$ cat config.mk
export PLATFORM = sky130hd
export DESIGN_NAME = reloadable_timer_16bit
export DESIGN_NICKNAME = d
export VERILOG_FILES = /design/src/include/timer_pkg.sv /design/src/core/reloadable_timer_16bit.sv
export SDC_FILE = /design/constraint.sdc
export NUM_CORES = 1
export LEC_CHECK = 0
export BUFFER_PORTS_ARGS = -buffer_cell sky130_fd_sc_hd__buf_2
export CORE_MARGIN = 3
export CORE_UTILIZATION = 40
export DETAILED_ROUTE_END_ITERATION = 7
export HOLD_SLACK_MARGIN = 0.08
export SETUP_SLACK_MARGIN = 0.3
export SKIP_CTS_REPAIR_TIMING = 1
export SYNTH_ARGS = -nofsm -noshare
export SYNTH_HDL_FRONTEND = slang
export SYNTH_SLANG_ARGS = --single-unit
$ cat constraint.sdc
create_clock -name pclk -period 3.3 [get_ports pclk]
set_clock_uncertainty 0.2 [all_clocks]
set_input_delay 0.165 -clock pclk [delete_from_list [all_inputs] [get_ports pclk]]
set_output_delay 0.165 -clock pclk [all_outputs]
set_load 0.02 [all_outputs]
$ cat src/include/timer_pkg.sv
// constants, modes and state types of the reloadable timer
package timer_pkg;

    // apb register byte offsets
    localparam logic [7:0] ctrl_off   = 8'h00;
    localparam logic [7:0] count_off  = 8'h04;
    localparam logic [7:0] reload_off = 8'h08;
    localparam logic [7:0] status_off = 8'h0c;

    // control field positions
    localparam int ctrl_enable_bit = 0;
    localparam int ctrl_mode_lsb   = 1;
    localparam int ctrl_pol_bit    = 3;
    localparam int ctrl_outen_bit  = 4;
    localparam int ctrl_pre_lsb    = 8;

    // count and prescale values
    localparam logic [15:0] count_restart  = 16'h0001;
    localparam logic [15:0] count_reset    = 16'h0000;
    localparam logic [15:0] reload_reset   = 16'h0000;
    localparam logic [7:0]  prescale_reset = 8'h01;
    localparam int          prescale_max   = 128;

    // operating modes
    typedef enum logic [1:0] {
        mode_one_shot   = 2'b00,
        mode_continuous = 2'b01,
        mode_counter    = 2'b10,
        mode_comparator = 2'b11
    } mode_e;

    // software controls
    typedef struct packed {
        logic        enable;
        mode_e       mode;
        logic        output_polarity_edge_select;
        logic        out_enable;
        logic [7:0]  prescale;
    } ctrl_s;

    // whole block state
    typedef struct packed {
        ctrl_s       ctrl;
        logic [15:0] count;
        logic [15:0] reload;
        logic [7:0]  div_cnt;
        logic        in_prev;
        logic        out_level;
        logic        out_pulse;
        logic        out_pin;
        logic        irq;
        logic        reload_seen;
        logic        pready;
        logic [31:0] prdata;
        logic        pslverr;
    } state_s;

endpackage : timer_pkg

$ cat src/core/reloadable_timer_16bit.sv
// reloadable 16-bit timer with prescaler, four modes and apb registers
//
// Local design decisions: the register addresses and register access over APB.
`timescale 1ns/100ps
`default_nettype none

// Behaviour
// [RL1] count is a 16-bit up-counter
// [RL2] prescaler divides system clock by 1 to 128
// [RL3] count wraps from ffff to 0000 and keeps going
// [RL4] reload 0000 means full 65536 range; 0001 shortest
// [RL5] one-shot reload: interrupt, count to 0001, clear enable, stop
// [RL6] one-shot with output on: pin inverted for one clock
// [RL7] software flips polarity after start for a lasting level change
// [RL8] one-shot and continuous count prescaled clock only
// [RL9] continuous reload: interrupt, count to 0001, keep counting
// [RL10] continuous and counter modes toggle output at each reload
// [RL11] start count only affects first pass; later passes start 0001
// [RL12] counter mode counts input pin edges, prescaler bypassed
// [RL13] polarity selects counted edge in counter modes
// [RL14] polarity sets initial output level in counter modes
// [RL15] counted signals toggle no faster than quarter clock
// [RL16] counter mode reload: interrupt, count to 0001, continue
// [RL17] comparator mode counts comparator edges, reload like counter
// [RL18] software loads count 0001 before counter modes
// [RL19] software disables before configuring, enables last
// [RL20] prescale counter cleared while disabled
// [RL21] reload interrupt is a one-clock pulse
module reloadable_timer_16bit
    import timer_pkg::*;
#(
    parameter int prescale_limit = prescale_max
) (
    // clock and reset
    input  wire logic        pclk,
    input  wire logic        presetn,
    // apb slave
    input  wire logic        psel,
    input  wire logic        penable,
    input  wire logic        pwrite,
    input  wire logic [7:0]  paddr,
    input  wire logic [31:0] pwdata,
    output var  logic [31:0] prdata,
    output var  logic        pready,
    output var  logic        pslverr,
    // counted sources
    input  wire logic        timer_in,
    input  wire logic        comparator_out,
    // timer outputs
    output var  logic        timer_out,
    output var  logic        timer_irq
);

    // elaboration check on prescale range
    if (prescale_limit < 1 || prescale_limit > prescale_max) begin : g_check
        $error("prescale_limit out of range");
    end

    state_s st;
    state_s next_st;

    ////////////////////////////////////////////////////////////////////////
    // combinational next state
    logic        src_sel;
    logic        edge_hit;
    logic        tick;
    logic        at_reload;
    logic [7:0]  pre_eff;
    logic        wr_acc;
    logic        rd_acc;

    always_comb begin
        next_st = st;
        next_st.irq = 1'b0; // [RL21]
        next_st.out_pulse = 1'b0;
        next_st.pready = 1'b0;
        next_st.pslverr = 1'b0;
        next_st.in_prev = (st.ctrl.mode == mode_comparator) ? comparator_out : timer_in;

        // edge detection on the selected source
        src_sel = (st.ctrl.mode == mode_comparator) ? comparator_out : timer_in; // [RL17]
        edge_hit = st.ctrl.output_polarity_edge_select ? (src_sel & ~st.in_prev)
                                                       : (~src_sel & st.in_prev); // [RL13]

        // prescale value of zero treated as one
        pre_eff = (st.ctrl.prescale == 8'h00) ? prescale_reset : st.ctrl.prescale;
        tick = 1'b0;
        if (st.ctrl.enable) begin
            unique case (st.ctrl.mode)
                mode_one_shot, mode_continuous: begin
                    // prescaled system clock only
                    if (st.div_cnt + 8'h01 >= pre_eff) begin // [RL2] [RL8]
                        tick = 1'b1;
                        next_st.div_cnt = 8'h00;
                    end else begin
                        next_st.div_cnt = st.div_cnt + 8'h01;
                    end
                end
                mode_counter, mode_comparator: begin
                    tick = edge_hit; // [RL12]
                    next_st.div_cnt = 8'h00;
                end
            endcase
        end else begin
            next_st.div_cnt = 8'h00; // [RL20]
        end

        // reload of zero matches after wrap through ffff to 0000
        at_reload = (st.count == st.reload); // [RL4]
        if (tick) begin
            if (at_reload) begin
                next_st.count = count_restart; // [RL5] [RL9] [RL11] [RL16] [RL17]
                next_st.irq = 1'b1;
                next_st.reload_seen = 1'b1;
                if (st.ctrl.mode == mode_one_shot) begin
                    next_st.ctrl.enable = 1'b0; // [RL5]
                    // polarity flipped after start: lasting change, else a pulse
                    if (st.ctrl.out_enable) begin
                        if (st.ctrl.output_polarity_edge_select != st.out_level) begin
                            next_st.out_level = st.ctrl.output_polarity_edge_select; // [RL7]
                        end else begin
                            next_st.out_pulse = 1'b1; // [RL6]
                        end
                    end
                end else if (st.ctrl.out_enable) begin
                    next_st.out_level = ~st.out_level; // [RL10]
                end
            end else begin
                next_st.count = st.count + 16'h0001; // [RL1] [RL3]
            end
        end

        // apb register access, pready answers one cycle after the access phase starts
        wr_acc = psel & penable & pwrite & ~st.pready;
        rd_acc = psel & penable & ~pwrite & ~st.pready;
        if (psel & penable & ~st.pready) begin
            next_st.pready = 1'b1;
        end
        if (wr_acc) begin
            unique case (paddr)
                ctrl_off: begin
                    next_st.ctrl.enable = pwdata[ctrl_enable_bit];
                    next_st.ctrl.mode = mode_e'(pwdata[ctrl_mode_lsb +: 2]);
                    next_st.ctrl.output_polarity_edge_select = pwdata[ctrl_pol_bit];
                    next_st.ctrl.out_enable = pwdata[ctrl_outen_bit];
                    next_st.ctrl.prescale = pwdata[ctrl_pre_lsb +: 8];
                    // polarity sets output level while configuring
                    if (!pwdata[ctrl_enable_bit]) begin
                        next_st.out_level = pwdata[ctrl_pol_bit]; // [RL14]
                    end
                end
                count_off:  next_st.count = pwdata[15:0];
                reload_off: next_st.reload = pwdata[15:0];
                // a reload in the same cycle as the clear wins
                status_off: next_st.reload_seen = (st.reload_seen & ~pwdata[0])
                                                  | (tick & at_reload);
                default:    next_st.pslverr = 1'b1;
            endcase
        end
        if (rd_acc) begin
            unique case (paddr)
                ctrl_off: next_st.prdata = {16'h0000, st.ctrl.prescale, 3'h0,
                                            st.ctrl.out_enable,
                                            st.ctrl.output_polarity_edge_select,
                                            st.ctrl.mode, st.ctrl.enable};
                count_off:  next_st.prdata = {16'h0000, st.count};
                reload_off: next_st.prdata = {16'h0000, st.reload};
                status_off: next_st.prdata = {30'h0, st.out_level, st.reload_seen};
                default: begin
                    next_st.prdata = 32'h0000_0000;
                    next_st.pslverr = 1'b1;
                end
            endcase
        end
        // clamp prescale to the supported limit
        if (next_st.ctrl.prescale > 8'(prescale_limit)) begin
            next_st.ctrl.prescale = 8'(prescale_limit);
        end
        // pin level held in its own flop so the output has no gate behind it
        next_st.out_pin = next_st.out_level ^ next_st.out_pulse; // [RL6] [RL10]
    end

    ////////////////////////////////////////////////////////////////////////
    // state register
    always_ff @(posedge pclk or negedge presetn) begin
        if (!presetn) begin
            st <= '0;
            st.ctrl.prescale <= prescale_reset;
            st.count <= count_reset;
            st.reload <= reload_reset;
        end else begin
            st <= next_st;
        end
    end

    ////////////////////////////////////////////////////////////////////////
    // outputs straight from flip-flops
    assign prdata = st.prdata;
    assign pready = st.pready;
    assign pslverr = st.pslverr;
    assign timer_out = st.out_pin; // [RL6]
    assign timer_irq = st.irq;

    ////////////////////////////////////////////////////////////////////////
    // assertions
    irq_one_pulse_a: assert property (@(posedge pclk) disable iff (!presetn)
        timer_irq |=> !timer_irq) else $error("irq longer than one cycle"); // [RL21]

    restart_value_a: assert property (@(posedge pclk) disable iff (!presetn)
        $rose(timer_irq) |-> st.count == count_restart) // [RL9]
        else $error("count not 0001 after reload");

    one_shot_stop_a: assert property (@(posedge pclk) disable iff (!presetn)
        (timer_irq && st.ctrl.mode == mode_one_shot && !$past(wr_acc))
        |-> !st.ctrl.enable) else $error("one-shot did not stop"); // [RL5]

    pulse_width_a: assert property (@(posedge pclk) disable iff (!presetn)
        st.out_pulse |=> !st.out_pulse) else $error("output pulse too long"); // [RL6]

    disabled_frozen_a: assert property (@(posedge pclk) disable iff (!presetn)
        (!st.ctrl.enable && !wr_acc) |=> st.count == $past(st.count))
        else $error("count moved while disabled"); // [RL1]

    div_clear_a: assert property (@(posedge pclk) disable iff (!presetn)
        !st.ctrl.enable |=> st.div_cnt == 8'h00 || $past(wr_acc))
        else $error("prescaler not cleared"); // [RL20]

    up_step_a: assert property (@(posedge pclk) disable iff (!presetn)
        (tick && !at_reload && !wr_acc) |=> st.count == $past(st.count) + 16'h0001)
        else $error("count did not step up"); // [RL3]

    toggle_a: assert property (@(posedge pclk) disable iff (!presetn)
        (tick && at_reload && st.ctrl.out_enable && st.ctrl.mode != mode_one_shot
         && !wr_acc) |=> st.out_level != $past(st.out_level))
        else $error("output did not toggle"); // [RL10]

    counter_edge_only_a: assert property (@(posedge pclk) disable iff (!presetn)
        (st.ctrl.enable && st.ctrl.mode == mode_counter && !edge_hit && !wr_acc)
        |=> st.count == $past(st.count)) else $error("count without edge"); // [RL12]

    apb_answer_a: assert property (@(posedge pclk) disable iff (!presetn)
        (psel && penable && !pready) |=> pready) else $error("apb no answer");

    apb_single_a: assert property (@(posedge pclk) disable iff (!presetn)
        pready |=> !pready) else $error("apb answer longer than one cycle");

    unmapped_err_a: assert property (@(posedge pclk) disable iff (!presetn)
        (psel && penable && !pready && paddr != ctrl_off && paddr != count_off
         && paddr != reload_off && paddr != status_off) |=> pslverr)
        else $error("unmapped access not refused");

    ////////////////////////////////////////////////////////////////////////
    // reload event checks
    irq_on_reload_a: assert property (@(posedge pclk) disable iff (!presetn)
        (tick && at_reload) |=> timer_irq) else $error("reload without irq"); // [RL21]

    seen_set_wins_a: assert property (@(posedge pclk) disable iff (!presetn)
        (tick && at_reload) |=> st.reload_seen) else $error("reload flag lost"); // [RL9]

    seen_clear_a: assert property (@(posedge pclk) disable iff (!presetn)
        (wr_acc && paddr == status_off && pwdata[0] && !(tick && at_reload))
        |=> !st.reload_seen) else $error("reload flag not cleared");

    restart_after_a: assert property (@(posedge pclk) disable iff (!presetn)
        (tick && at_reload && !wr_acc) |=> st.count == count_restart)
        else $error("pass did not restart at 0001"); // [RL11]

    continuous_keeps_a: assert property (@(posedge pclk) disable iff (!presetn)
        (tick && at_reload && st.ctrl.mode != mode_one_shot && !wr_acc)
        |=> st.ctrl.enable) else $error("repeating mode stopped"); // [RL9]

    counter_reload_a: assert property (@(posedge pclk) disable iff (!presetn)
        (tick && at_reload && st.ctrl.mode == mode_counter && !wr_acc)
        |=> timer_irq && st.ctrl.enable) else $error("counter reload wrong"); // [RL16]

    disabled_no_irq_a: assert property (@(posedge pclk) disable iff (!presetn)
        !st.ctrl.enable |=> !timer_irq) else $error("irq while disabled"); // [RL5]

    ////////////////////////////////////////////////////////////////////////
    // output pin checks
    one_shot_pin_a: assert property (@(posedge pclk) disable iff (!presetn)
        (tick && at_reload && st.ctrl.mode == mode_one_shot && st.ctrl.out_enable
         && st.ctrl.output_polarity_edge_select == st.out_level && !wr_acc)
        |=> st.out_pulse) else $error("one-shot pulse missing"); // [RL6]

    lasting_level_a: assert property (@(posedge pclk) disable iff (!presetn)
        (tick && at_reload && st.ctrl.mode == mode_one_shot && st.ctrl.out_enable
         && st.ctrl.output_polarity_edge_select != st.out_level && !wr_acc)
        |=> st.out_level != $past(st.out_level)) else $error("no lasting change"); // [RL7]

    level_from_pol_a: assert property (@(posedge pclk) disable iff (!presetn)
        (wr_acc && paddr == ctrl_off && !pwdata[ctrl_enable_bit])
        |=> st.out_level == $past(pwdata[ctrl_pol_bit]))
        else $error("output level not set by polarity"); // [RL14]

    ////////////////////////////////////////////////////////////////////////
    // counting source checks
    wrap_zero_a: assert property (@(posedge pclk) disable iff (!presetn)
        (tick && !at_reload && st.count == 16'hffff && !wr_acc)
        |=> st.count == 16'h0000) else $error("no wrap to 0000"); // [RL3]

    full_range_a: assert property (@(posedge pclk) disable iff (!presetn)
        (tick && st.reload == 16'h0000 && st.count == 16'hffff && !wr_acc)
        |=> st.count == 16'h0000 && !timer_irq) else $error("reload zero cut short"); // [RL4]

    prescale_range_a: assert property (@(posedge pclk) disable iff (!presetn)
        st.ctrl.prescale <= 8'(prescale_limit)) else $error("prescale above limit"); // [RL2]

    prescaled_only_a: assert property (@(posedge pclk) disable iff (!presetn)
        (st.ctrl.enable && (st.ctrl.mode == mode_one_shot || st.ctrl.mode == mode_continuous)
         && st.div_cnt + 8'h01 < pre_eff && !wr_acc)
        |=> st.count == $past(st.count)) else $error("count between ticks"); // [RL8]

    rising_edge_a: assert property (@(posedge pclk) disable iff (!presetn)
        (st.ctrl.enable && st.ctrl.mode == mode_counter && st.ctrl.output_polarity_edge_select
         && timer_in && !st.in_prev && !at_reload && !wr_acc)
        |=> st.count == $past(st.count) + 16'h0001) else $error("edge missed"); // [RL13]

    comparator_only_a: assert property (@(posedge pclk) disable iff (!presetn)
        (st.ctrl.enable && st.ctrl.mode == mode_comparator && comparator_out == st.in_prev
         && !wr_acc) |=> st.count == $past(st.count))
        else $error("comparator count without edge"); // [RL17]

    cover_one_shot_c: cover property (@(posedge pclk)
        timer_irq && st.ctrl.mode == mode_one_shot);
    cover_continuous_c: cover property (@(posedge pclk)
        timer_irq && st.ctrl.mode == mode_continuous);
    cover_counter_c: cover property (@(posedge pclk)
        timer_irq && st.ctrl.mode == mode_counter);
    cover_comparator_c: cover property (@(posedge pclk)
        timer_irq && st.ctrl.mode == mode_comparator);

endmodule : reloadable_timer_16bit

`default_nettype wire

==> flow_summary_export.csv <==
group,metric,value,unit
setup_path,crit_path_max_fanout,6,
finish,fin_nets,618,
power_and_ir_drop,vdd_drop_max,0.213,mV
timing,final.min_clock_period,3040,ps
placement,hpwl,8310,um
floorplan,core_area,0.0110,mm^2
finish,instances_no_fill,706,
clock_network,cts_tree,"done",
timing,setup_tns,0,ps
yosys,synth_area,0.00459,mm^2
detailed_routing,routed_via_density,5.52,
power_and_ir_drop,p_per_area,390,mW/mm^2
floorplan,die_y,113,um
yosys,synth-edff-count,0,
timing,rsz0062_at_grt,"true",
floorplan,die_area,0.0128,mm^2
global_routing,grt_use_met1,26.1,%
yosys,ys_warn_count,0,
clock_network,clk_pin_slew,60,ps
setup_path,required,3310,ps
timing,maxSlewHeadroom,33.4,%
clock_network,cts.path.max_buffers,2,
run,drv_cap,0,
placement,gp_congestion,0.832,
yosys,syn_avg_cell_area,9.19,um^2
detailed_routing,wirelength,12200,um
clock_network,cts-htree-levels,3,
setup_path,crit_type,"flop to flop",
setup_path,end_kind,"flop",
yosys,synth_largest_area_cell,"dfrtp_1",
timing,setup_viol,0,
placement,post-place-cells,661,
clock_network,cts_root_buf,"clkbuf_16",
setup_path,startpoint_type,"flop",
timing,finalWorstSetupSlack,264,ps
global_routing,grt_use_total,18.8,%
setup_path,r2r_cells,13,
global_routing,grt_pass1_vias,3658,
detailed_routing,wire_per_inst,17.3,um
floorplan,initial_core_util,41.6,%
detailed_routing,drt-pass1-iter-count,4,
timing,slew_violations,0,
yosys,ys_seq_elements,76,
yosys,yosysSeqAreaShare,41.5,%
yosys,netlist_instances,499,
global_routing,busiest_layer,"met2",
min_path,hold_path.class,"input port to flop",
setup_path,worstPathArrival,3040,ps
timing,hold_ws,92.1,ps
global_routing,grt_max_degree,77,
yosys,yosysTopAreaCellShare,40.9,%
power_and_ir_drop,total_power,2.16,mW
clock_network,clock-sinks,76,
global_routing,grt-ovfl-total,0,
global_routing,met2_usage,29.1,%
detailed_routing,drtAntennaViolNets,0,
timing,fmax,329,MHz
placement,dp_slack,225,ps
global_routing,antenna_found_initial,0,
yosys,async_flop_share,100,%
yosys,synth_cell_types,53,
yosys,postSynth.topFlopCell,"dfrtp_1",
clock_network,cts_buffers,9,
global_routing,grtUsageMet3,4.55,%
detailed_routing,first_iter_violations,233,
yosys,synthTopCellsByArea,"dfrtp_1, buf_4, nand2_1",
floorplan,rows,38,
detailed_routing,drcViolationCount,0,
floorplan,die_w,113,um
status,status,"completed",
clock_network,clock_latency,340,ps
global_routing,grt_pass1_wl,19100,um
finish,areaGrowthSynthToFinish,20.8,%
timing,tightest_slew,998,ps
finish,insertedDiodeCount,0,
timing,hold_viol_final,0,
detailed_routing,vias,3894,
timing,period_share,92.0,%
finish,drive_above_1_share,23.7,%
power_and_ir_drop,p_leak,2.54,nW
floorplan,io_pins,83,
placement,io_buffers,50,
min_path,holdPathStages,5,
final cells by class:
type	count	area, um^2
fill	1059	5490
tap	140	175
inverter	14	52.6
sequential	76	1900
clock inverter	5	53.8
clock buffer	11	233
timing repair buffer	93	637
multi-input combinational	367	2490
power breakdown:
group | leakage, nW | switching (mW) | internal (mW)
logic | 1.35 | 0.148 | 0.0818
clock network | 0.143 | 0.383 | 0.583
registers | 1.04 | 0.0177 | 0.945
total | 2.54 | 0.549 | 1.61
layer usage:
metal	vias to the layer above	routed length, um
li1	1844	-
met1	1927	5610
met4	0	178
met2	108	5810
met3	15	640
met5	-	0
state kept, by name, summed over array words and instances (netlist names):
name       count
timer_irq      1
pready         1
pslverr        1
prdata        16
timer_out      1
st            56
metrics by stage:
step | cell area (um^2) | util (%)
after global routing | 5540 | 50.2
final | 5540 | 50.2
after global placement | 4820 | 43.7
after detailed placement | 4820 | 43.7
after CTS | 5110 | 46.3
after floorplan | 4640 | -
critical path, stage by stage, from the launching register on:
cell and delay (ps):
dfrtp_1 410, nor4_1 290, nand3_1 140, o21bai_1 160
ha_1 240, nand2b_4 150, a2111oi_4 320, buf_4 170
buf_4 100, o31ai_4 90, buf_4 180, a31o_2 200
a31oi_1 170, a211oi_1 70
worst paths after layout:
| kind | startpoint | end | slack (ps) |
|---|---|---|---|
| min in group asynchronous | presetn | timer_irq | 320 |
| worst min-delay path | paddr[0] | prdata[1] | 90 |
| worst max-delay path | st[83] | timer_out | 260 |
| max in group asynchronous | presetn | st[56] | 1910 |
| worst min register to register | prdata[3] | prdata[3] | 280 |
| worst max register to register | st[83] | timer_out | 260 |
layout by cell type, fill, tap and decap left out, drive strengths merged, types with 14 or more instances in the layout:
master,count
nand2,61
xnor2,19
dlygate4sd3,21
conb,16
inv,14
mux2i,14
a21oi,35
dfrtp,75
mux2,18
nor2,37
and3,14
o21ai,27
buf,72
kinds of logic (layout without fill, tap and decap cells):
kind of cell | count (synthesis) | count (layout) | synth area share, %
flip-flops | 76 | 76 | 41.5
adder cells (fa/ha/maj) | 10 | 10 | 2.73
multiplexers | 34 | 34 | 8.45
AND/OR/NAND/NOR | 177 | 177 | 19.6
other | 1 | 16 | 0.0817
AO/OA/AOI/OAI | 106 | 106 | 14.2
buffers and inverters | 71 | 123 | 8.94
XOR/XNOR | 24 | 24 | 4.58
cells in the mapped netlist, drive strengths merged (2+ instances only):
cell / instances
ha: 10
nand3: 10
nor2b: 6
or3: 4
xnor2: 19
nand2: 61
and2: 4
mux4: 2
or4: 2
o21ai: 27
mux2i: 14
dfrtp: 75
nand2b: 4
a31oi: 4
a22oi: 12
clkbuf: 15
a21o: 3
o211ai: 12
buf: 42
o31ai: 3
o21a: 2
a21oi: 35
inv: 14
nor3: 8
xor2: 5
and3: 14
mux2: 18
nand4: 12
nor4: 9
nor2: 37
(Power assumes the default switching activity.)
